===== config.mk =====
export PLATFORM = sky130hd
export DESIGN_NAME = cefl_flag_top
export DESIGN_NICKNAME = d
export VERILOG_FILES = /design/src/hw/cefl_pkg.sv /design/src/hw/cefl_edge_detect.sv /design/src/hw/cefl_flag_latch.sv /design/src/hw/cefl_flag_top.sv
export SDC_FILE = /design/constraint.sdc
export NUM_CORES = 1
export LEC_CHECK = 0
export BUFFER_PORTS_ARGS = -buffer_cell sky130_fd_sc_hd__buf_2
export CAP_MARGIN = 20
export CORE_MARGIN = 4
export CORE_UTILIZATION = 45
export DETAILED_ROUTE_END_ITERATION = 10
export PLACE_DENSITY_LB_ADDON = 0.08
export SLEW_MARGIN = 15
export SYNTH_ARGS = -nofsm -noshare
export SYNTH_HDL_FRONTEND = slang
export SYNTH_SLANG_ARGS = --single-unit

===== constraint.sdc =====
create_clock -name clock -period 2.4 [get_ports clock]
set_clock_uncertainty 0.05 [all_clocks]
set_input_delay 0.48 -clock clock [delete_from_list [all_inputs] [get_ports clock]]
set_output_delay 0.48 -clock clock [all_outputs]
set_load 0.02 [all_outputs]

===== src/hw/cefl_pkg.sv =====
// Package: offsets, field positions, reset values and startup states of the flag latches
package cefl_pkg;

    // Register addresses on the serial register map
    localparam logic [7:0] CEFL_ADDR_CHARGE_EVENT  = 8'h03;
    localparam logic [7:0] CEFL_ADDR_FAULT_EVENT   = 8'h04;
    localparam logic [7:0] CEFL_ADDR_THERM_OPEN    = 8'h05;

    // Values after reset and for unmapped reads
    localparam logic [7:0] CEFL_FLAG_RESET         = 8'h00;
    localparam logic [7:0] CEFL_UNMAPPED_DATA      = 8'h00;

    // Implemented bits per register; all others are reserved
    localparam logic [7:0] CEFL_CHARGE_IMPL        = 8'h7f;
    localparam logic [7:0] CEFL_FAULT_IMPL         = 8'hbf;
    localparam logic [7:0] CEFL_OPEN_IMPL          = 8'h01;

    // Charge event register fields
    localparam int CEFL_BIT_TAPER_ENTRY            = 6;
    localparam int CEFL_BIT_CHARGE_DONE            = 5;
    localparam int CEFL_BIT_INPUT_CURRENT_LIMIT    = 4;
    localparam int CEFL_BIT_POWER_PATH_REG         = 3;
    localparam int CEFL_BIT_INPUT_VOLTAGE_REG      = 2;
    localparam int CEFL_BIT_DIE_TEMP_REG           = 1;
    localparam int CEFL_BIT_INPUT_GOOD_CHANGE      = 0;

    // Fault event register fields
    localparam int CEFL_BIT_INPUT_OVERVOLTAGE      = 7;
    localparam int CEFL_BIT_BATTERY_OVERCURRENT    = 5;
    localparam int CEFL_BIT_BATTERY_UNDERVOLTAGE   = 4;
    localparam int CEFL_BIT_THERMISTOR_COLD        = 3;
    localparam int CEFL_BIT_THERMISTOR_COOL        = 2;
    localparam int CEFL_BIT_THERMISTOR_WARM        = 1;
    localparam int CEFL_BIT_THERMISTOR_HOT         = 0;

    // Thermistor open register field
    localparam int CEFL_BIT_THERMISTOR_OPEN        = 0;

    // Startup sequencer
    typedef enum logic [1:0] {
        CEFL_ST_PRIME = 2'b01,
        CEFL_ST_RUN   = 2'b10
    } cefl_state_t;

endpackage


===== src/hw/cefl_edge_detect.sv =====
// Edge detector for condition levels, primed without events after reset
`timescale 1ns/100ps
module cefl_edge_detect #(
    parameter int WIDTH = 8
) (
    // Clock and reset
    input  wire logic             clock,
    input  wire logic             sys_rst,
    // Control
    input  wire logic             prime,
    // Levels and edges
    input  wire logic [WIDTH-1:0] level,
    output logic      [WIDTH-1:0] rise,
    output logic      [WIDTH-1:0] fall,
    output logic      [WIDTH-1:0] change
);

    logic [WIDTH-1:0] prev;

    always_ff @(posedge clock)
    begin
        if (sys_rst)
            prev <= '0;
        else
            prev <= level;
    end

    // No edges while priming: the first sample only seeds the history
    always_comb
    begin
        rise   = prime ? '0 : (level & ~prev);
        fall   = prime ? '0 : (~level & prev);
        change = prime ? '0 : (level ^ prev);
    end

endmodule // cefl_edge_detect


===== src/hw/cefl_flag_latch.sv =====
// One clear-on-read flag register with reserved bits held at zero
`timescale 1ns/100ps
module cefl_flag_latch
    import cefl_pkg::*;
#(
    parameter int               WIDTH = 8,
    parameter logic [WIDTH-1:0] IMPL  = '1
) (
    // Clock and reset
    input  wire logic             clock,
    input  wire logic             sys_rst,
    // Events and clear
    input  wire logic [WIDTH-1:0] set,
    input  wire logic             clr,
    // Flags
    output logic      [WIDTH-1:0] q,
    output logic      [WIDTH-1:0] newly
);

    always_ff @(posedge clock)
    begin
        if (sys_rst)
            q <= CEFL_FLAG_RESET[WIDTH-1:0];
        else
            q <= (clr ? '0 : q) | (set & IMPL);
    end

    always_comb
    begin
        newly = set & IMPL & ~q;
    end

endmodule // cefl_flag_latch


===== src/hw/cefl_flag_top.sv =====
// Charger event flag latches: three clear-on-read registers and masked event request
`timescale 1ns/100ps

// Notes on behaviour
// - Charge event register at 0x3, resets to zero, clears on read.
// - Bit 6 latches entry into constant-voltage taper charging.
// - Bit 5 latches charge termination.
// - Bit 4 latches input current limit becoming active.
// - Bit 3 latches power-path regulation becoming active.
// - Bit 2 latches input-voltage regulation becoming active, else reads 0.
// - Bit 1 latches die temperature regulation becoming active.
// - Bit 0 latches any change of input good status.
// - Powering up with input good and battery below lockout sends no interrupt.
// - Fault event register at 0x4, resets to zero, clears on read.
// - Bit 7 latches input overvoltage detection.
// - Bit 5 latches battery overcurrent detection.
// - Bit 4 reports battery undervoltage; polarity chosen by parameter.
// - Bit 3 latches thermistor cold region entry.
// - Bit 2 latches thermistor cool region entry.
// - Bit 1 latches thermistor warm region entry.
// - Bit 0 latches thermistor hot region entry.
// - Thermistor open register at 0x5, resets to zero, clears on read.
// - Bit 0 latches an open thermistor fault.
// - Mask bit 1 blocks that flag's interrupt; 0 lets it through.
module cefl_flag_top
    import cefl_pkg::*;
#(
    parameter int FLAG_WIDTH       = 8,
    parameter bit UVLO_FLAG_INVERT = 1'b0
) (
    // Clock and reset
    input  wire logic                  clock,
    input  wire logic                  sys_rst,
    // Charging and power-path condition levels
    input  wire logic                  taper_active,
    input  wire logic                  charge_done,
    input  wire logic                  input_current_limit_active,
    input  wire logic                  power_path_regulation_active,
    input  wire logic                  input_voltage_regulation_active,
    input  wire logic                  die_temperature_regulation_active,
    input  wire logic                  input_good,
    // Fault condition levels
    input  wire logic                  input_overvoltage,
    input  wire logic                  battery_overcurrent,
    input  wire logic                  battery_lockout_level,
    input  wire logic                  thermistor_cold,
    input  wire logic                  thermistor_cool,
    input  wire logic                  thermistor_warm,
    input  wire logic                  thermistor_hot,
    input  wire logic                  thermistor_open,
    // Interrupt mask bits from the mask registers
    input  wire logic [FLAG_WIDTH-1:0] charge_event_mask,
    input  wire logic [FLAG_WIDTH-1:0] fault_event_mask,
    input  wire logic [FLAG_WIDTH-1:0] thermistor_open_mask,
    // Register read port
    input  wire logic                  rd_strobe,
    input  wire logic [7:0]            rd_addr,
    output logic      [FLAG_WIDTH-1:0] rd_data,
    output logic                       rd_valid,
    // Toward the interrupt output
    output logic                       irq_event,
    output logic                       irq_pending
);

    cefl_state_t           state;
    logic                  prime;
    logic                  pg_irq_block;
    logic [FLAG_WIDTH-1:0] charge_level;
    logic [FLAG_WIDTH-1:0] fault_level;
    logic [FLAG_WIDTH-1:0] open_level;
    logic [FLAG_WIDTH-1:0] charge_rise;
    logic [FLAG_WIDTH-1:0] charge_change;
    logic [FLAG_WIDTH-1:0] fault_rise;
    logic [FLAG_WIDTH-1:0] fault_fall;
    logic [FLAG_WIDTH-1:0] open_rise;
    logic [FLAG_WIDTH-1:0] charge_set;
    logic [FLAG_WIDTH-1:0] fault_set;
    logic [FLAG_WIDTH-1:0] open_set;
    logic [FLAG_WIDTH-1:0] charge_event_flags;
    logic [FLAG_WIDTH-1:0] fault_event_flags;
    logic [FLAG_WIDTH-1:0] thermistor_open_flags;
    logic [FLAG_WIDTH-1:0] charge_newly;
    logic [FLAG_WIDTH-1:0] fault_newly;
    logic [FLAG_WIDTH-1:0] open_newly;
    logic [FLAG_WIDTH-1:0] charge_irq_mask;
    logic                  rd_charge;
    logic                  rd_fault;
    logic                  rd_open;
    logic [FLAG_WIDTH-1:0] next_rd_data;
    logic                  next_irq_event;
    logic                  next_irq_pending;

    // Register select: strobe qualified by its address
    function automatic logic rd_hit(
        input logic       strobe,
        input logic [7:0] addr,
        input logic [7:0] target
    );
        return strobe && (addr == target);
    endfunction

    // Any latched or new flag whose mask bit is clear
    function automatic logic masked_any(
        input logic [FLAG_WIDTH-1:0] flags,
        input logic [FLAG_WIDTH-1:0] mask
    );
        return |(flags & ~mask);
    endfunction

    // Startup: first cycle after reset seeds edge history
    // Levels already present at reset therefore raise no flag
    always_ff @(posedge clock)
    begin
        if (sys_rst)
            state <= CEFL_ST_PRIME;
        else
        begin
            case (state)
                CEFL_ST_PRIME: state <= CEFL_ST_RUN;
                CEFL_ST_RUN:   state <= CEFL_ST_RUN;
                default:       state <= CEFL_ST_PRIME;
            endcase
        end
    end

    assign prime = (state != CEFL_ST_RUN);

    // Input good at power-up with a low battery: hold off its interrupt
    // Hold ends once the battery climbs above lockout; the flag still latches
    always_ff @(posedge clock)
    begin
        if (sys_rst)
            pg_irq_block <= 1'b0;
        else if (prime)
            pg_irq_block <= input_good & battery_lockout_level;
        else if (!battery_lockout_level)
            pg_irq_block <= 1'b0;
    end

    // Condition levels in register bit order
    always_comb
    begin
        charge_level = '0;
        charge_level[CEFL_BIT_TAPER_ENTRY]         = taper_active;
        charge_level[CEFL_BIT_CHARGE_DONE]         = charge_done;
        charge_level[CEFL_BIT_INPUT_CURRENT_LIMIT] = input_current_limit_active;
        charge_level[CEFL_BIT_POWER_PATH_REG]      = power_path_regulation_active;
        charge_level[CEFL_BIT_INPUT_VOLTAGE_REG]   = input_voltage_regulation_active;
        charge_level[CEFL_BIT_DIE_TEMP_REG]        = die_temperature_regulation_active;
        charge_level[CEFL_BIT_INPUT_GOOD_CHANGE]   = input_good;
        fault_level = '0;
        fault_level[CEFL_BIT_INPUT_OVERVOLTAGE]    = input_overvoltage;
        fault_level[CEFL_BIT_BATTERY_OVERCURRENT]  = battery_overcurrent;
        fault_level[CEFL_BIT_BATTERY_UNDERVOLTAGE] = battery_lockout_level;
        fault_level[CEFL_BIT_THERMISTOR_COLD]      = thermistor_cold;
        fault_level[CEFL_BIT_THERMISTOR_COOL]      = thermistor_cool;
        fault_level[CEFL_BIT_THERMISTOR_WARM]      = thermistor_warm;
        fault_level[CEFL_BIT_THERMISTOR_HOT]       = thermistor_hot;
        open_level = '0;
        open_level[CEFL_BIT_THERMISTOR_OPEN]       = thermistor_open;
    end

    // Edge history per register; only the polarities in use are wired
    cefl_edge_detect #(
        .WIDTH (FLAG_WIDTH)
    ) u_charge_edges (
        .clock   (clock),
        .sys_rst (sys_rst),
        .prime   (prime),
        .level   (charge_level),
        .rise    (charge_rise),
        .fall    (),
        .change  (charge_change)
    );

    cefl_edge_detect #(
        .WIDTH (FLAG_WIDTH)
    ) u_fault_edges (
        .clock   (clock),
        .sys_rst (sys_rst),
        .prime   (prime),
        .level   (fault_level),
        .rise    (fault_rise),
        .fall    (fault_fall),
        .change  ()
    );

    cefl_edge_detect #(
        .WIDTH (FLAG_WIDTH)
    ) u_open_edges (
        .clock   (clock),
        .sys_rst (sys_rst),
        .prime   (prime),
        .level   (open_level),
        .rise    (open_rise),
        .fall    (),
        .change  ()
    );

    // Event selection per field
    always_comb
    begin
        charge_set = '0;
        charge_set[CEFL_BIT_TAPER_ENTRY]         = charge_rise[CEFL_BIT_TAPER_ENTRY];
        charge_set[CEFL_BIT_CHARGE_DONE]         = charge_rise[CEFL_BIT_CHARGE_DONE];
        charge_set[CEFL_BIT_INPUT_CURRENT_LIMIT] =
            charge_rise[CEFL_BIT_INPUT_CURRENT_LIMIT];
        charge_set[CEFL_BIT_POWER_PATH_REG]      = charge_rise[CEFL_BIT_POWER_PATH_REG];
        charge_set[CEFL_BIT_INPUT_VOLTAGE_REG]   =
            charge_rise[CEFL_BIT_INPUT_VOLTAGE_REG];
        charge_set[CEFL_BIT_DIE_TEMP_REG]        = charge_rise[CEFL_BIT_DIE_TEMP_REG];
        charge_set[CEFL_BIT_INPUT_GOOD_CHANGE]   =
            charge_change[CEFL_BIT_INPUT_GOOD_CHANGE];
        fault_set = '0;
        fault_set[CEFL_BIT_INPUT_OVERVOLTAGE]    = fault_rise[CEFL_BIT_INPUT_OVERVOLTAGE];
        fault_set[CEFL_BIT_BATTERY_OVERCURRENT]  =
            fault_rise[CEFL_BIT_BATTERY_OVERCURRENT];
        // Battery lockout: entry by default, recovery when inverted
        fault_set[CEFL_BIT_BATTERY_UNDERVOLTAGE] = UVLO_FLAG_INVERT ?
            fault_fall[CEFL_BIT_BATTERY_UNDERVOLTAGE] :
            fault_rise[CEFL_BIT_BATTERY_UNDERVOLTAGE];
        fault_set[CEFL_BIT_THERMISTOR_COLD]      = fault_rise[CEFL_BIT_THERMISTOR_COLD];
        fault_set[CEFL_BIT_THERMISTOR_COOL]      = fault_rise[CEFL_BIT_THERMISTOR_COOL];
        fault_set[CEFL_BIT_THERMISTOR_WARM]      = fault_rise[CEFL_BIT_THERMISTOR_WARM];
        fault_set[CEFL_BIT_THERMISTOR_HOT]       = fault_rise[CEFL_BIT_THERMISTOR_HOT];
        open_set = '0;
        open_set[CEFL_BIT_THERMISTOR_OPEN]       = open_rise[CEFL_BIT_THERMISTOR_OPEN];
    end

    // Read decode
    assign rd_charge = rd_hit(rd_strobe, rd_addr, CEFL_ADDR_CHARGE_EVENT);
    assign rd_fault  = rd_hit(rd_strobe, rd_addr, CEFL_ADDR_FAULT_EVENT);
    assign rd_open   = rd_hit(rd_strobe, rd_addr, CEFL_ADDR_THERM_OPEN);

    // Set wins over the clearing read; reserved bits never latch
    cefl_flag_latch #(
        .WIDTH (FLAG_WIDTH),
        .IMPL  (CEFL_CHARGE_IMPL[FLAG_WIDTH-1:0])
    ) u_charge_flags (
        .clock   (clock),
        .sys_rst (sys_rst),
        .set     (charge_set),
        .clr     (rd_charge),
        .q       (charge_event_flags),
        .newly   (charge_newly)
    );

    cefl_flag_latch #(
        .WIDTH (FLAG_WIDTH),
        .IMPL  (CEFL_FAULT_IMPL[FLAG_WIDTH-1:0])
    ) u_fault_flags (
        .clock   (clock),
        .sys_rst (sys_rst),
        .set     (fault_set),
        .clr     (rd_fault),
        .q       (fault_event_flags),
        .newly   (fault_newly)
    );

    cefl_flag_latch #(
        .WIDTH (FLAG_WIDTH),
        .IMPL  (CEFL_OPEN_IMPL[FLAG_WIDTH-1:0])
    ) u_open_flags (
        .clock   (clock),
        .sys_rst (sys_rst),
        .set     (open_set),
        .clr     (rd_open),
        .q       (thermistor_open_flags),
        .newly   (open_newly)
    );

    // Read data: value before the clear; unmapped reads give zero
    always_comb
    begin
        if (rd_charge)
            next_rd_data = charge_event_flags;
        else if (rd_fault)
            next_rd_data = fault_event_flags;
        else if (rd_open)
            next_rd_data = thermistor_open_flags;
        else
            next_rd_data = CEFL_UNMAPPED_DATA[FLAG_WIDTH-1:0];
    end

    // Read answer: data held until the next read, valid for one cycle
    always_ff @(posedge clock)
    begin
        if (sys_rst)
            rd_data <= CEFL_FLAG_RESET[FLAG_WIDTH-1:0];
        else if (rd_strobe)
            rd_data <= next_rd_data;
    end

    always_ff @(posedge clock)
    begin
        if (sys_rst)
            rd_valid <= 1'b0;
        else
            rd_valid <= rd_strobe;
    end

    // Input good change kept off the request while the power-up hold stands
    always_comb
    begin
        charge_irq_mask = charge_event_mask;
        charge_irq_mask[CEFL_BIT_INPUT_GOOD_CHANGE] =
            charge_event_mask[CEFL_BIT_INPUT_GOOD_CHANGE] | pg_irq_block;
    end

    // Masked interrupt request
    always_comb
    begin
        next_irq_event = masked_any(charge_newly, charge_irq_mask)
                       | masked_any(fault_newly, fault_event_mask)
                       | masked_any(open_newly, thermistor_open_mask);
        next_irq_pending = masked_any(charge_event_flags, charge_irq_mask)
                         | masked_any(fault_event_flags, fault_event_mask)
                         | masked_any(thermistor_open_flags, thermistor_open_mask);
    end

    // Pulse on a fresh unmasked flag; pending follows the latched flags a cycle later
    always_ff @(posedge clock)
    begin
        if (sys_rst)
            irq_event <= 1'b0;
        else
            irq_event <= next_irq_event;
    end

    always_ff @(posedge clock)
    begin
        if (sys_rst)
            irq_pending <= 1'b0;
        else
            irq_pending <= next_irq_pending;
    end

endmodule // cefl_flag_top


* Word-level counts from Yosys, hierarchy flattened *
Index checks and enable logic that the tools add are counted.

word-level totals
  logic and storage cells = 74
  bits of input ports = 50
  output and inout port bits = 11
  bits in registers = 54

cells by class
  mux-type cells = 13
  reduce and logical (&&, ||, !) cells = 10
  bitwise gates (word level) = 31
  equal/unequal tests = 7

operators with widths
  operator              number
  $and A8 B8 Y8         8
  $mux W8               7
  $not A8 Y8            7
  $reduce_or A8 Y1      6
  $eq A8 B3 Y1 const B  2
  $and A1 B8 Y8         1
  $and A7 B8 Y8         1
  $eq A8 B2 Y1 const B  1
  $or A8 B1 Y8          1
  $or A8 B7 Y8          1
  $or A8 B8 Y8          1
  $and A7 B7 Y7         1
  $mux W7               1
  $not A7 Y7            1
  $or A1 B1 Y1          5
  $mux W1               4
  $logic_and A1 B1 Y1   3
  $and A1 B1 Y1         2
  $eq A2 B1 Y1 const B  1
  $eq A2 B2 Y1 const B  1
  $mux W2               1
  $ne A2 B1 Y1 const B  1
  $ne A2 B2 Y1 const B  1
  $reduce_or A2 Y1      1
  2 further kinds       2

* Logic depth before layout (Yosys ltp) *
Gate-level depths: netlist of run 1.

  depth in word-level cells = 8
  mapped depth = 8
  mapped depth without buffers = 7

* Modules after synthesis *
From an unflattened synthesis of run 1, not the netlist that was laid out.

second synthesis, totals
  cells, all modules = 466
  area total of the unflattened synthesis = 3792.4 um^2

by module, submodules not included
  module                                times used  sequential area each (um^2)  cells each  area each (um^2)
  cefl_edge_detect                      3           160.2                        74          648.1
  cefl_flag_top                         1           280.3                        148         1116.1
  cefl_flag_latch (u_charge_flags ...)  2           140.1                        38          290.3
  cefl_flag_latch (u_open_flags)        1           20.0                         20          151.4

* Worst setup path before layout of run 1 *
Ideal clock, no wire load.

  path type = register to register
  from = register state[0]
  to = register irq_event
  library setup time = 0.133 ns
  buffers on the path = 1
  required time = 2.217 ns
  clock period less this slack = 1.659 ns
  stages on the path, launching flop included = 9
  data arrival time = 1.477 ns
  setup slack = 0.741 ns
  path through = dfxtp_1 inv_1 ha_1 buf_6 nand3b_4 nor3_2 or4_4 nor4_2 a31oi_1

between the ends
  longest elaborated chain between the ends = 7
  elaborated cells on any way between the ends = 16
  those cells by class = eq/ne (1); mux (4); bitwise (8); reduce/logical (3)

ends and longest elaborated chain
  item                                            RTL line                RTL
  from (decl)                                     cefl_flag_top.sv:65     cefl_state_t state;
  from (signal assigned)                          cefl_flag_top.sv:115    state <= CEFL_ST_PRIME;
  from (signal assigned)                          cefl_flag_top.sv:119    CEFL_ST_PRIME: state <= CEFL_ST_RUN;
  from (signal assigned)                          cefl_flag_top.sv:120    CEFL_ST_RUN: state <= CEFL_ST_RUN;
  $ne A2 B2 Y1 *                                  cefl_flag_top.sv:126    assign prime = (state != CEFL_ST_RUN);
  $mux W1, or another cell as far along           cefl_edge_detect.sv:33  change = prime ? '0 : (level ^ prev);
  $and A7 B8 Y8 or $and A8 B8 Y8 (tied branches)  cefl_flag_latch.sv:30   newly = set & IMPL & ~q;
  $and A8 B8 Y8                                   cefl_flag_top.sv:107    return |(flags & ~mask);
  $reduce_or A8 Y1                                cefl_flag_top.sv:107
  $or A1 B1 Y1                                    cefl_flag_top.sv:314    | masked_any(fault_newly, fault_event_mask)
  $or A1 B1 Y1 *                                  cefl_flag_top.sv:315    | masked_any(open_newly, thermistor_open_mask);
  to (signal assigned)                            cefl_flag_top.sv:327    irq_event <= next_irq_event;
  to (decl)                                       cefl_flag_top.sv:61     output logic irq_event,

Every way passes the cells marked *; elsewhere a longest branch is shown, timed or not.
A chain may end at the register's enable or synchronous reset.

* Final worst setup path of run 1 *
Ends and elaborated chain as after synthesis.

==> results of run 1 <==
## flip-flops by register name (all words and copies together) (netlist names), 2 cells and up
register	flops
u_fault_flags.q	7
u_charge_edges.prev	7
rd_data	8
state	2
u_charge_flags.q	7
u_fault_edges.prev	7
## logic make-up after synthesis
group | after synthesis
fa+ha+maj | 1
compound gates | 36
buf+inv | 26
xor+xnor | 1
flops | 44
simple gates | 94
mux | 2
## worst max path at each step
stage,from,endpoint,slack (ps),cells past startpoint
2_1_floorplan,state[0]$_SDFF_PP1_,irq_event$_SDFF_PP0_,740,8
3_3_place_gp,state[0]$_SDFF_PP1_,irq_event$_SDFF_PP0_,500,7
3_5_place_dp,state[0]$_SDFF_PP1_,irq_event$_SDFF_PP0_,470,7
4_1_cts,state[0]$_SDFF_PP1_,irq_event$_SDFF_PP0_,460,7
5_1_grt,state[0]$_SDFF_PP1_,irq_event$_SDFF_PP0_,330,7
6_report,state[0]$_SDFF_PP1_,irq_event$_SDFF_PP0_,470,7
## metrics by stage
| stage | total power, W | hold slack, ps | utilization (%) | setup slack, ps |
|---|---|---|---|---|
| global placement | 0.00113 | 402 | 55.7 | 500 |
| global route | 0.00170 | 355 | 58.2 | 334 |
| CTS | 0.00162 | 350 | 58.2 | 455 |
| detailed placement | 0.00114 | 407 | 55.7 | 466 |
| finish | 0.00160 | 355 | 58.2 | 472 |
| floorplan | 0.00104 | 408 | - | 741 |
## placed cells by master (no fill, tap or decap)
master | Yosys | layout
sky130_fd_sc_hd__buf_4 | 0 | 2
sky130_fd_sc_hd__a222oi_1 | 1 | 1
sky130_fd_sc_hd__dfxtp_1 | 44 | 44
sky130_fd_sc_hd__or4_4 | 1 | 1
sky130_fd_sc_hd__or2_1 | 1 | 1
sky130_fd_sc_hd__nand2_1 | 16 | 16
sky130_fd_sc_hd__nor4_1 | 2 | 2
sky130_fd_sc_hd__a21oi_1 | 18 | 18
sky130_fd_sc_hd__clkbuf_1 | 7 | 1
sky130_fd_sc_hd__clkbuf_8 | 0 | 6
sky130_fd_sc_hd__or4_1 | 1 | 1
sky130_fd_sc_hd__ha_1 | 1 | 1
sky130_fd_sc_hd__inv_1 | 17 | 17
sky130_fd_sc_hd__a211oi_1 | 1 | 1
sky130_fd_sc_hd__nor2_1 | 14 | 14
sky130_fd_sc_hd__nand3_1 | 1 | 1
sky130_fd_sc_hd__nand2b_1 | 2 | 2
sky130_fd_sc_hd__nor2b_1 | 23 | 23
sky130_fd_sc_hd__nand3b_2 | 1 | 1
sky130_fd_sc_hd__nor3_2 | 3 | 3
sky130_fd_sc_hd__o31ai_1 | 3 | 3
sky130_fd_sc_hd__xor2_1 | 1 | 1
sky130_fd_sc_hd__a31oi_1 | 2 | 2
sky130_fd_sc_hd__nand3b_1 | 12 | 12
sky130_fd_sc_hd__or3_1 | 2 | 2
sky130_fd_sc_hd__o22ai_1 | 5 | 5
sky130_fd_sc_hd__nand3b_4 | 1 | 1
sky130_fd_sc_hd__clkinvlp_4 | 0 | 1
sky130_fd_sc_hd__a221oi_1 | 6 | 6
sky130_fd_sc_hd__nor4_2 | 1 | 1
sky130_fd_sc_hd__mux2i_1 | 2 | 2
sky130_fd_sc_hd__nand3_2 | 1 | 1
sky130_fd_sc_hd__nor3_1 | 12 | 12
sky130_fd_sc_hd__buf_2 | 1 | 51
## power breakdown
group          leakage (nW)  internal (W)  switching (W)
Clock                0.0445      0.000234       0.000243
Combinational         0.498      0.000124       0.000154
Sequential            0.361      0.000802      0.0000447
## per-layer routing
layer	share of wire, %	GRT usage (%)	up-vias
met1	48	24.1	663
met3	7.6	4.77	9
met5	0	0	-
li1	-	-	798
met2	42	25.1	55
met4	2.1	8.56	0
## cell type report
type,instances,share of cell area [%]
Timing Repair Buffer,53,12.3
Tap cell,48,2.74
Clock buffer,7,3.93
Sequential cell,44,40.1
Multi-Input combinational cell,134,37.6
Clock inverter,1,0.342
Inverter,17,2.91
==> flow_results.xml, run 1 <==
<?xml version="1.0" encoding="UTF-8"?>
<metrics>
  <group name="setup_path">
    <metric name="cp_top_family" unit="">simple AND/OR/NAND/NOR gates</metric>
    <metric name="critical_path_cell_list" unit="">inv_1, ha_1, nand3b_2, nor3_1, or4_4, nor4_2, a31oi_1</metric>
    <metric name="r2r_end" unit="">irq_event$_SDFF_PP0_</metric>
    <metric name="timing.setup.critical_path_class" unit="">register to register</metric>
    <metric name="worst_r2r_startpoint" unit="">state[0]$_SDFF_PP1_</metric>
    <metric name="cpPeakStageDelay" unit="ps">510</metric>
    <metric name="critPathBufInv" unit="">1</metric>
    <metric name="setup.worst_path.start_class" unit="">register</metric>
    <metric name="setup.reg_to_reg.worst_slack" unit="ps">470</metric>
    <metric name="worst_case_reg_to_reg_path_depth" unit="">7</metric>
    <metric name="worstPathArrival" unit="ps">2040</metric>
    <metric name="critPathRequiredTime" unit="ps">2510</metric>
    <metric name="endpoint_kind" unit="">register</metric>
    <metric name="timing.critical_path.fanout_max" unit="">12</metric>
    <metric name="cpMaxStageDelayCell" unit="">sky130_fd_sc_hd__or4_4</metric>
  </group>
  <group name="logic_synthesis">
    <metric name="synth-adder-area-share" unit="%">0.690</metric>
    <metric name="synth.top_cells.by_count" unit="">sky130_fd_sc_hd__dfxtp_1 (44), sky130_fd_sc_hd__nor2b_1 (23), sky130_fd_sc_hd__a21oi_1 (18)</metric>
    <metric name="synth_compound_gate_area_share" unit="%">12.5</metric>
    <metric name="async_reset_ff_share" unit="%">0</metric>
    <metric name="syn-mean-instance-area" unit="um2">8.89</metric>
    <metric name="syn-cell-area" unit="um2">1810</metric>
    <metric name="post-synth-top-area-cell" unit="">sky130_fd_sc_hd__dfxtp_1</metric>
    <metric name="yosys_warnings" unit="">0</metric>
    <metric name="sequential_share_of_the_synthesized_area" unit="%">48.6</metric>
    <metric name="post_synth_mux_area_share" unit="%">1.10</metric>
    <metric name="synth_top_family_by_area" unit="">simple AND/OR/NAND/NOR gates</metric>
    <metric name="synth-edff-count" unit="">0</metric>
    <metric name="synth.ff_latch_count" unit="">44</metric>
    <metric name="synth_xor_area_share" unit="%">0.483</metric>
    <metric name="yosys.area.top_type_share" unit="%">48.6</metric>
    <metric name="synth_cells" unit="">204</metric>
    <metric name="synth_most_common_cell" unit="">sky130_fd_sc_hd__dfxtp_1</metric>
    <metric name="yosys_most_used_dff" unit="">sky130_fd_sc_hd__dfxtp_1</metric>
    <metric name="synth-simple-area-share" unit="%">30.8</metric>
    <metric name="netlist_top_cells_area" unit="">sky130_fd_sc_hd__dfxtp_1 (49%), sky130_fd_sc_hd__nor2b_1 (7.9%), sky130_fd_sc_hd__a21oi_1 (5.0%)</metric>
    <metric name="syn_nets" unit="">255</metric>
    <metric name="yosysUniqueCellTypes" unit="">32</metric>
  </group>
  <group name="finish">
    <metric name="post_route_cells_drive_above_1_share" unit="%">26.6</metric>
    <metric name="post_route_non_filler_standard_cell_count" unit="">304</metric>
    <metric name="syn2layout_area_growth" unit="%">21.0</metric>
    <metric name="multi_input_comb_area" unit="um2">826</metric>
    <metric name="register_area" unit="um2">881</metric>
    <metric name="layout_filler_cell_count" unit="">372</metric>
    <metric name="num-nets-final" unit="">306</metric>
    <metric name="stdcell_area" unit="um2">2190</metric>
    <metric name="antennaDiodeCount" unit="">0</metric>
  </group>
  <group name="die">
    <metric name="core_region_area" unit="um2">3770</metric>
    <metric name="placementRows" unit="">22</metric>
    <metric name="die_w" unit="um">71.5</metric>
    <metric name="start_util" unit="%">48.1</metric>
    <metric name="io_pins" unit="">61</metric>
    <metric name="design.die.area" unit="um2">5110</metric>
    <metric name="die_y" unit="um">71.5</metric>
  </group>
  <group name="placed_design">
    <metric name="post-dp-hpwl" unit="um">3150</metric>
    <metric name="portBuffers" unit="">51</metric>
    <metric name="dp_cells" unit="">296</metric>
    <metric name="dpl_cell_area" unit="um2">2100</metric>
    <metric name="place.gp.congestion" unit="">0.801</metric>
  </group>
  <group name="global_routing">
    <metric name="grt_pass1_vias" unit="">1466</metric>
    <metric name="antenna_violations_before_repair" unit="">0</metric>
    <metric name="global_route_total_overflow" unit="">0</metric>
    <metric name="grt_start_max_net_pins" unit="">34</metric>
    <metric name="grt_pass1_wl" unit="um">6890</metric>
    <metric name="grt_usage" unit="%">17.5</metric>
  </group>
  <group name="timing">
    <metric name="setup_repair_after_global_routing_missed_its_margin" unit="">no</metric>
    <metric name="final.setup.tns" unit="ps">0</metric>
    <metric name="slew_headroom" unit="%">61.3</metric>
    <metric name="worst_margin_slew" unit="ps">581</metric>
    <metric name="timing.final.crit_share" unit="%">80.3</metric>
    <metric name="setup_viol" unit="">0</metric>
    <metric name="final_hold_violations" unit="">0</metric>
    <metric name="maximum_clock_frequency" unit="MHz">519</metric>
    <metric name="finalMaxSlewViolations" unit="">0</metric>
    <metric name="layout_min_cycle_time" unit="ps">1930</metric>
  </group>
  <group name="clock_network">
    <metric name="cts_setup_buffers" unit="">0</metric>
    <metric name="clock_tree_from_tritoncts" unit="">done</metric>
    <metric name="cts_max_path_buffers" unit="">2</metric>
    <metric name="cts_max_level" unit="">2</metric>
    <metric name="clock-sinks" unit="">44</metric>
    <metric name="clk-insertion-delay-late" unit="ps">300</metric>
    <metric name="clock_tree.root_cell" unit="">sky130_fd_sc_hd__clkbuf_8</metric>
    <metric name="clkTransAtPathRegs" unit="ps">80</metric>
    <metric name="hold_buffers" unit="">0</metric>
    <metric name="post_cts_resized" unit="">0</metric>
    <metric name="tritoncts.num_buffers" unit="">5</metric>
  </group>
  <group name="power_and_ir_drop">
    <metric name="pwr_density_cell" unit="nW/um2">730</metric>
    <metric name="peak_supply_drop" unit="mV">0.465</metric>
    <metric name="power.static_leakage" unit="nW">0.903</metric>
  </group>
  <group name="run">
    <metric name="cap_viol_max_count" unit="">0</metric>
  </group>
  <group name="detailed_routing">
    <metric name="via_per_inst" unit="">5.02</metric>
    <metric name="vias" unit="">1525</metric>
    <metric name="number_of_nets_still_failing_antenna_checks_after_routing" unit="">0</metric>
    <metric name="wl_per_cell" unit="um">13.7</metric>
    <metric name="detailedRoute.firstIterationViolations" unit="">95</metric>
    <metric name="drcViolationCount" unit="">0</metric>
    <metric name="drtPass1Iterations" unit="">4</metric>
    <metric name="route.final.wire_length" unit="um">4170</metric>
  </group>
  <group name="min_path">
    <metric name="worstHoldPathType" unit="">input pin to register</metric>
    <metric name="min-delay-start" unit="">taper_active</metric>
    <metric name="hold-path-cell-count" unit="">2</metric>
    <metric name="hold_path_end" unit="">u_charge_edges.prev[6]$_SDFF_PP0_</metric>
  </group>
  <group name="run_status">
    <metric name="outcome" unit="">completed</metric>
  </group>
</metrics>
Note: power is estimated with default switching activity, not from simulation.
==> inputs of run 2 (changes only) <==
- CORE_UTILIZATION: 45 -> 44
- clock period: 2.4 -> 1.6 ns (I/O delays scaled with it)
==> flow_results.xml, run 2 (synthesized netlist as in run 1, its figures left out) <==
<?xml version="1.0" encoding="UTF-8"?>
<metrics>
  <group name="run_status">
    <metric name="outcome" unit="">finished with violations</metric>
    <metric name="failed_checks" unit="">setup timing</metric>
  </group>
  <group name="timing">
    <metric name="crit_path_setup_slack_layout" unit="ps">-20.9</metric>
    <metric name="timing.final.crit_share" unit="%">101</metric>
    <metric name="setup_repair_after_global_routing_missed_its_margin" unit="">yes</metric>
    <metric name="final_hold_violations" unit="">0</metric>
    <metric name="worst_margin_slew" unit="ps">354</metric>
    <metric name="layout_min_cycle_time" unit="ps">1620</metric>
    <metric name="slew_headroom" unit="%">76.4</metric>
    <metric name="final.setup.tns" unit="ps">-20.9</metric>
    <metric name="setup_viol" unit="">1</metric>
    <metric name="finalMaxSlewViolations" unit="">0</metric>
    <metric name="maximum_clock_frequency" unit="MHz">617</metric>
  </group>
  <group name="finish">
    <metric name="mostFrequentLayoutCell" unit="">sky130_fd_sc_hd__buf_2</metric>
    <metric name="number_of_flip_flops_in_the_largest_register" unit="">8</metric>
    <metric name="syn2layout_area_growth" unit="%">29.8</metric>
    <metric name="layout_filler_cell_count" unit="">377</metric>
    <metric name="antennaDiodeCount" unit="">0</metric>
    <metric name="regMostFlops" unit="">rd_data</metric>
    <metric name="final_cell_mix" unit="">sky130_fd_sc_hd__buf_2 (51), sky130_fd_sc_hd__dfxtp_1 (42), sky130_fd_sc_hd__nor2b_1 (23), sky130_fd_sc_hd__a21oi_1 (18)</metric>
    <metric name="post_route_cells_drive_above_1_share" unit="%">33.3</metric>
    <metric name="num-nets-final" unit="">321</metric>
  </group>
  <group name="setup_path">
    <metric name="critPathBufInv" unit="">1</metric>
    <metric name="critical_path_cell_list" unit="">inv_2, ha_4, nand3b_4, nor3_2, or4_4, nor4_4, a31oi_1</metric>
    <metric name="endpoint_kind" unit="">register</metric>
    <metric name="timing.critical_path.fanout_max" unit="">6</metric>
    <metric name="setup.worst_path.start_class" unit="">register</metric>
    <metric name="timing.critical_path.depth" unit="">7</metric>
    <metric name="worst_case_reg_to_reg_path_depth" unit="">7</metric>
    <metric name="timing.setup.critical_path_class" unit="">register to register</metric>
    <metric name="cpPeakStageDelay" unit="ps">540</metric>
    <metric name="worstPathArrival" unit="ps">1740</metric>
    <metric name="critPathRequiredTime" unit="ps">1720</metric>
    <metric name="cp_top_family" unit="">simple AND/OR/NAND/NOR gates</metric>
    <metric name="cpMaxStageDelayCell" unit="">sky130_fd_sc_hd__or4_4</metric>
  </group>
  <group name="detailed_routing">
    <metric name="number_of_nets_still_failing_antenna_checks_after_routing" unit="">0</metric>
    <metric name="route.final.wire_length" unit="um">4310</metric>
    <metric name="wl_per_cell" unit="um">13.5</metric>
    <metric name="drcViolationCount" unit="">0</metric>
    <metric name="detailedRoute.firstIterationViolations" unit="">62</metric>
    <metric name="drtPass1Iterations" unit="">4</metric>
    <metric name="via_per_inst" unit="">5.04</metric>
    <metric name="vias" unit="">1612</metric>
  </group>
  <group name="die">
    <metric name="placementRows" unit="">23</metric>
    <metric name="io_pins" unit="">61</metric>
    <metric name="core_region_area" unit="um2">4000</metric>
    <metric name="start_util" unit="%">45.3</metric>
    <metric name="die_w" unit="um">72.2</metric>
    <metric name="die_y" unit="um">72.2</metric>
    <metric name="design.die.area" unit="um2">5210</metric>
  </group>
  <group name="global_routing">
    <metric name="grt_pass1_wl" unit="um">6810</metric>
    <metric name="grt_usage" unit="%">17.0</metric>
    <metric name="grt_pass1_vias" unit="">1468</metric>
    <metric name="grt_start_max_net_pins" unit="">21</metric>
    <metric name="antenna_violations_before_repair" unit="">0</metric>
    <metric name="global_route_total_overflow" unit="">0</metric>
  </group>
  <group name="power_and_ir_drop">
    <metric name="power.switching" unit="W">0.000669</metric>
    <metric name="p_comb_share" unit="%">20.5</metric>
    <metric name="p_sw_share" unit="%">26.5</metric>
    <metric name="internal_power" unit="W">0.00185</metric>
    <metric name="seqPwrFrac" unit="%">50.7</metric>
    <metric name="peak_supply_drop" unit="mV">0.593</metric>
    <metric name="pwr_density_cell" unit="nW/um2">1070</metric>
    <metric name="power.static_leakage" unit="nW">0.992</metric>
    <metric name="clock_power_share" unit="%">28.8</metric>
  </group>
  <group name="clock_network">
    <metric name="clk-insertion-delay-late" unit="ps">290</metric>
    <metric name="clock_tree.root_cell" unit="">sky130_fd_sc_hd__clkbuf_8</metric>
    <metric name="cts_max_path_buffers" unit="">2</metric>
    <metric name="cts_max_level" unit="">2</metric>
    <metric name="hold_buffers" unit="">0</metric>
    <metric name="tritoncts.num_buffers" unit="">5</metric>
    <metric name="clock-sinks" unit="">44</metric>
    <metric name="clock_tree_from_tritoncts" unit="">done</metric>
    <metric name="clkTransAtPathRegs" unit="ps">80</metric>
  </group>
  <group name="placed_design">
    <metric name="portBuffers" unit="">51</metric>
    <metric name="post-dp-hpwl" unit="um">3360</metric>
    <metric name="post-place-ws" unit="ps">-227</metric>
    <metric name="place.gp.congestion" unit="">0.791</metric>
  </group>
  <group name="run">
    <metric name="cap_viol_max_count" unit="">0</metric>
  </group>
  <group name="min_path">
    <metric name="worstHoldPathType" unit="">input pin to register</metric>
    <metric name="hold-path-cell-count" unit="">2</metric>
  </group>
</metrics>
==> run 2: routing by layer <==
| layer | routed length [um] | up-vias | part of all wire, % | GRT usage (%) |
|---|---|---|---|---|
| met5 | 0 | - | 0 | 0 |
| met4 | 54 | 0 | 1.3 | 6.26 |
| met3 | 296 | 5 | 6.9 | 4.29 |
| met2 | 2000 | 47 | 46 | 26.4 |
| met1 | 1960 | 732 | 45 | 22.8 |
| li1 | - | 828 | - | - |
==> run 2: through the flow <==
stage	utilization, %	total power (W)	instances	hold slack (ps)	area [um2]
final	58.8	0.00252	320	201	2350
after global routing	58.8	0.00267	320	202	2350
after CTS	58.4	0.00253	320	198	2330
after detailed placement	55.0	0.00175	311	421	2200
after global placement	55.0	0.00174	311	402	2200
after floorplan	-	0.00156	204	342	1810
==> run 2: worst paths after layout <==
check             slack, ps               startpoint                              end
setup / recovery        -20      state[0]$_SDFF_PP1_             irq_event$_SDFF_PP0_
hold / removal          200          thermistor_open  u_open_edges.prev[0]$_SDFF_PP0_
setup reg to reg        -20      state[0]$_SDFF_PP1_             irq_event$_SDFF_PP0_
hold reg to reg         430  rd_data[6]$_SDFFE_PP0P_          rd_data[6]$_SDFFE_PP0P_
==> run 2: cell type report <==
class	instances	area [um2]	share of cell area (%)
sequential	44	883	37.5
inverter	17	63.8	2.71
multi-input combinational	134	861	36.6
clock buffer	7	96.3	4.09
tap	50	62.6	2.66
timing repair buffer	68	387	16.4
==> run 2: repair_timing <==
action / 4_1_cts / 5_1_grt
setup endpoints to repair: 1 / 1
buffers inserted: 2 / 0
pin swaps: 2 / 2
resized for setup: 8 / 3
==> run 2: power groups by stage <==
stage	clock network (W)	logic, W	registers (W)
2_1_floorplan	0	0.000261	0.00130
3_3_place_gp	0	0.000455	0.00129
3_5_place_dp	0	0.000464	0.00129
4_1_cts	0.000745	0.000512	0.00128
5_1_grt	0.000800	0.000575	0.00129
6_report	0.000726	0.000518	0.00128
==> run 2: worst register-to-register path, stage by stage, from the launching register on <==
cell and delay (ps):
sky130_fd_sc_hd__dfxtp_2 320, sky130_fd_sc_hd__inv_2 40, sky130_fd_sc_hd__ha_4 180, sky130_fd_sc_hd__nand3b_4 90
sky130_fd_sc_hd__nor3_2 40, sky130_fd_sc_hd__or4_4 540, sky130_fd_sc_hd__nor4_4 140, sky130_fd_sc_hd__a31oi_1 110
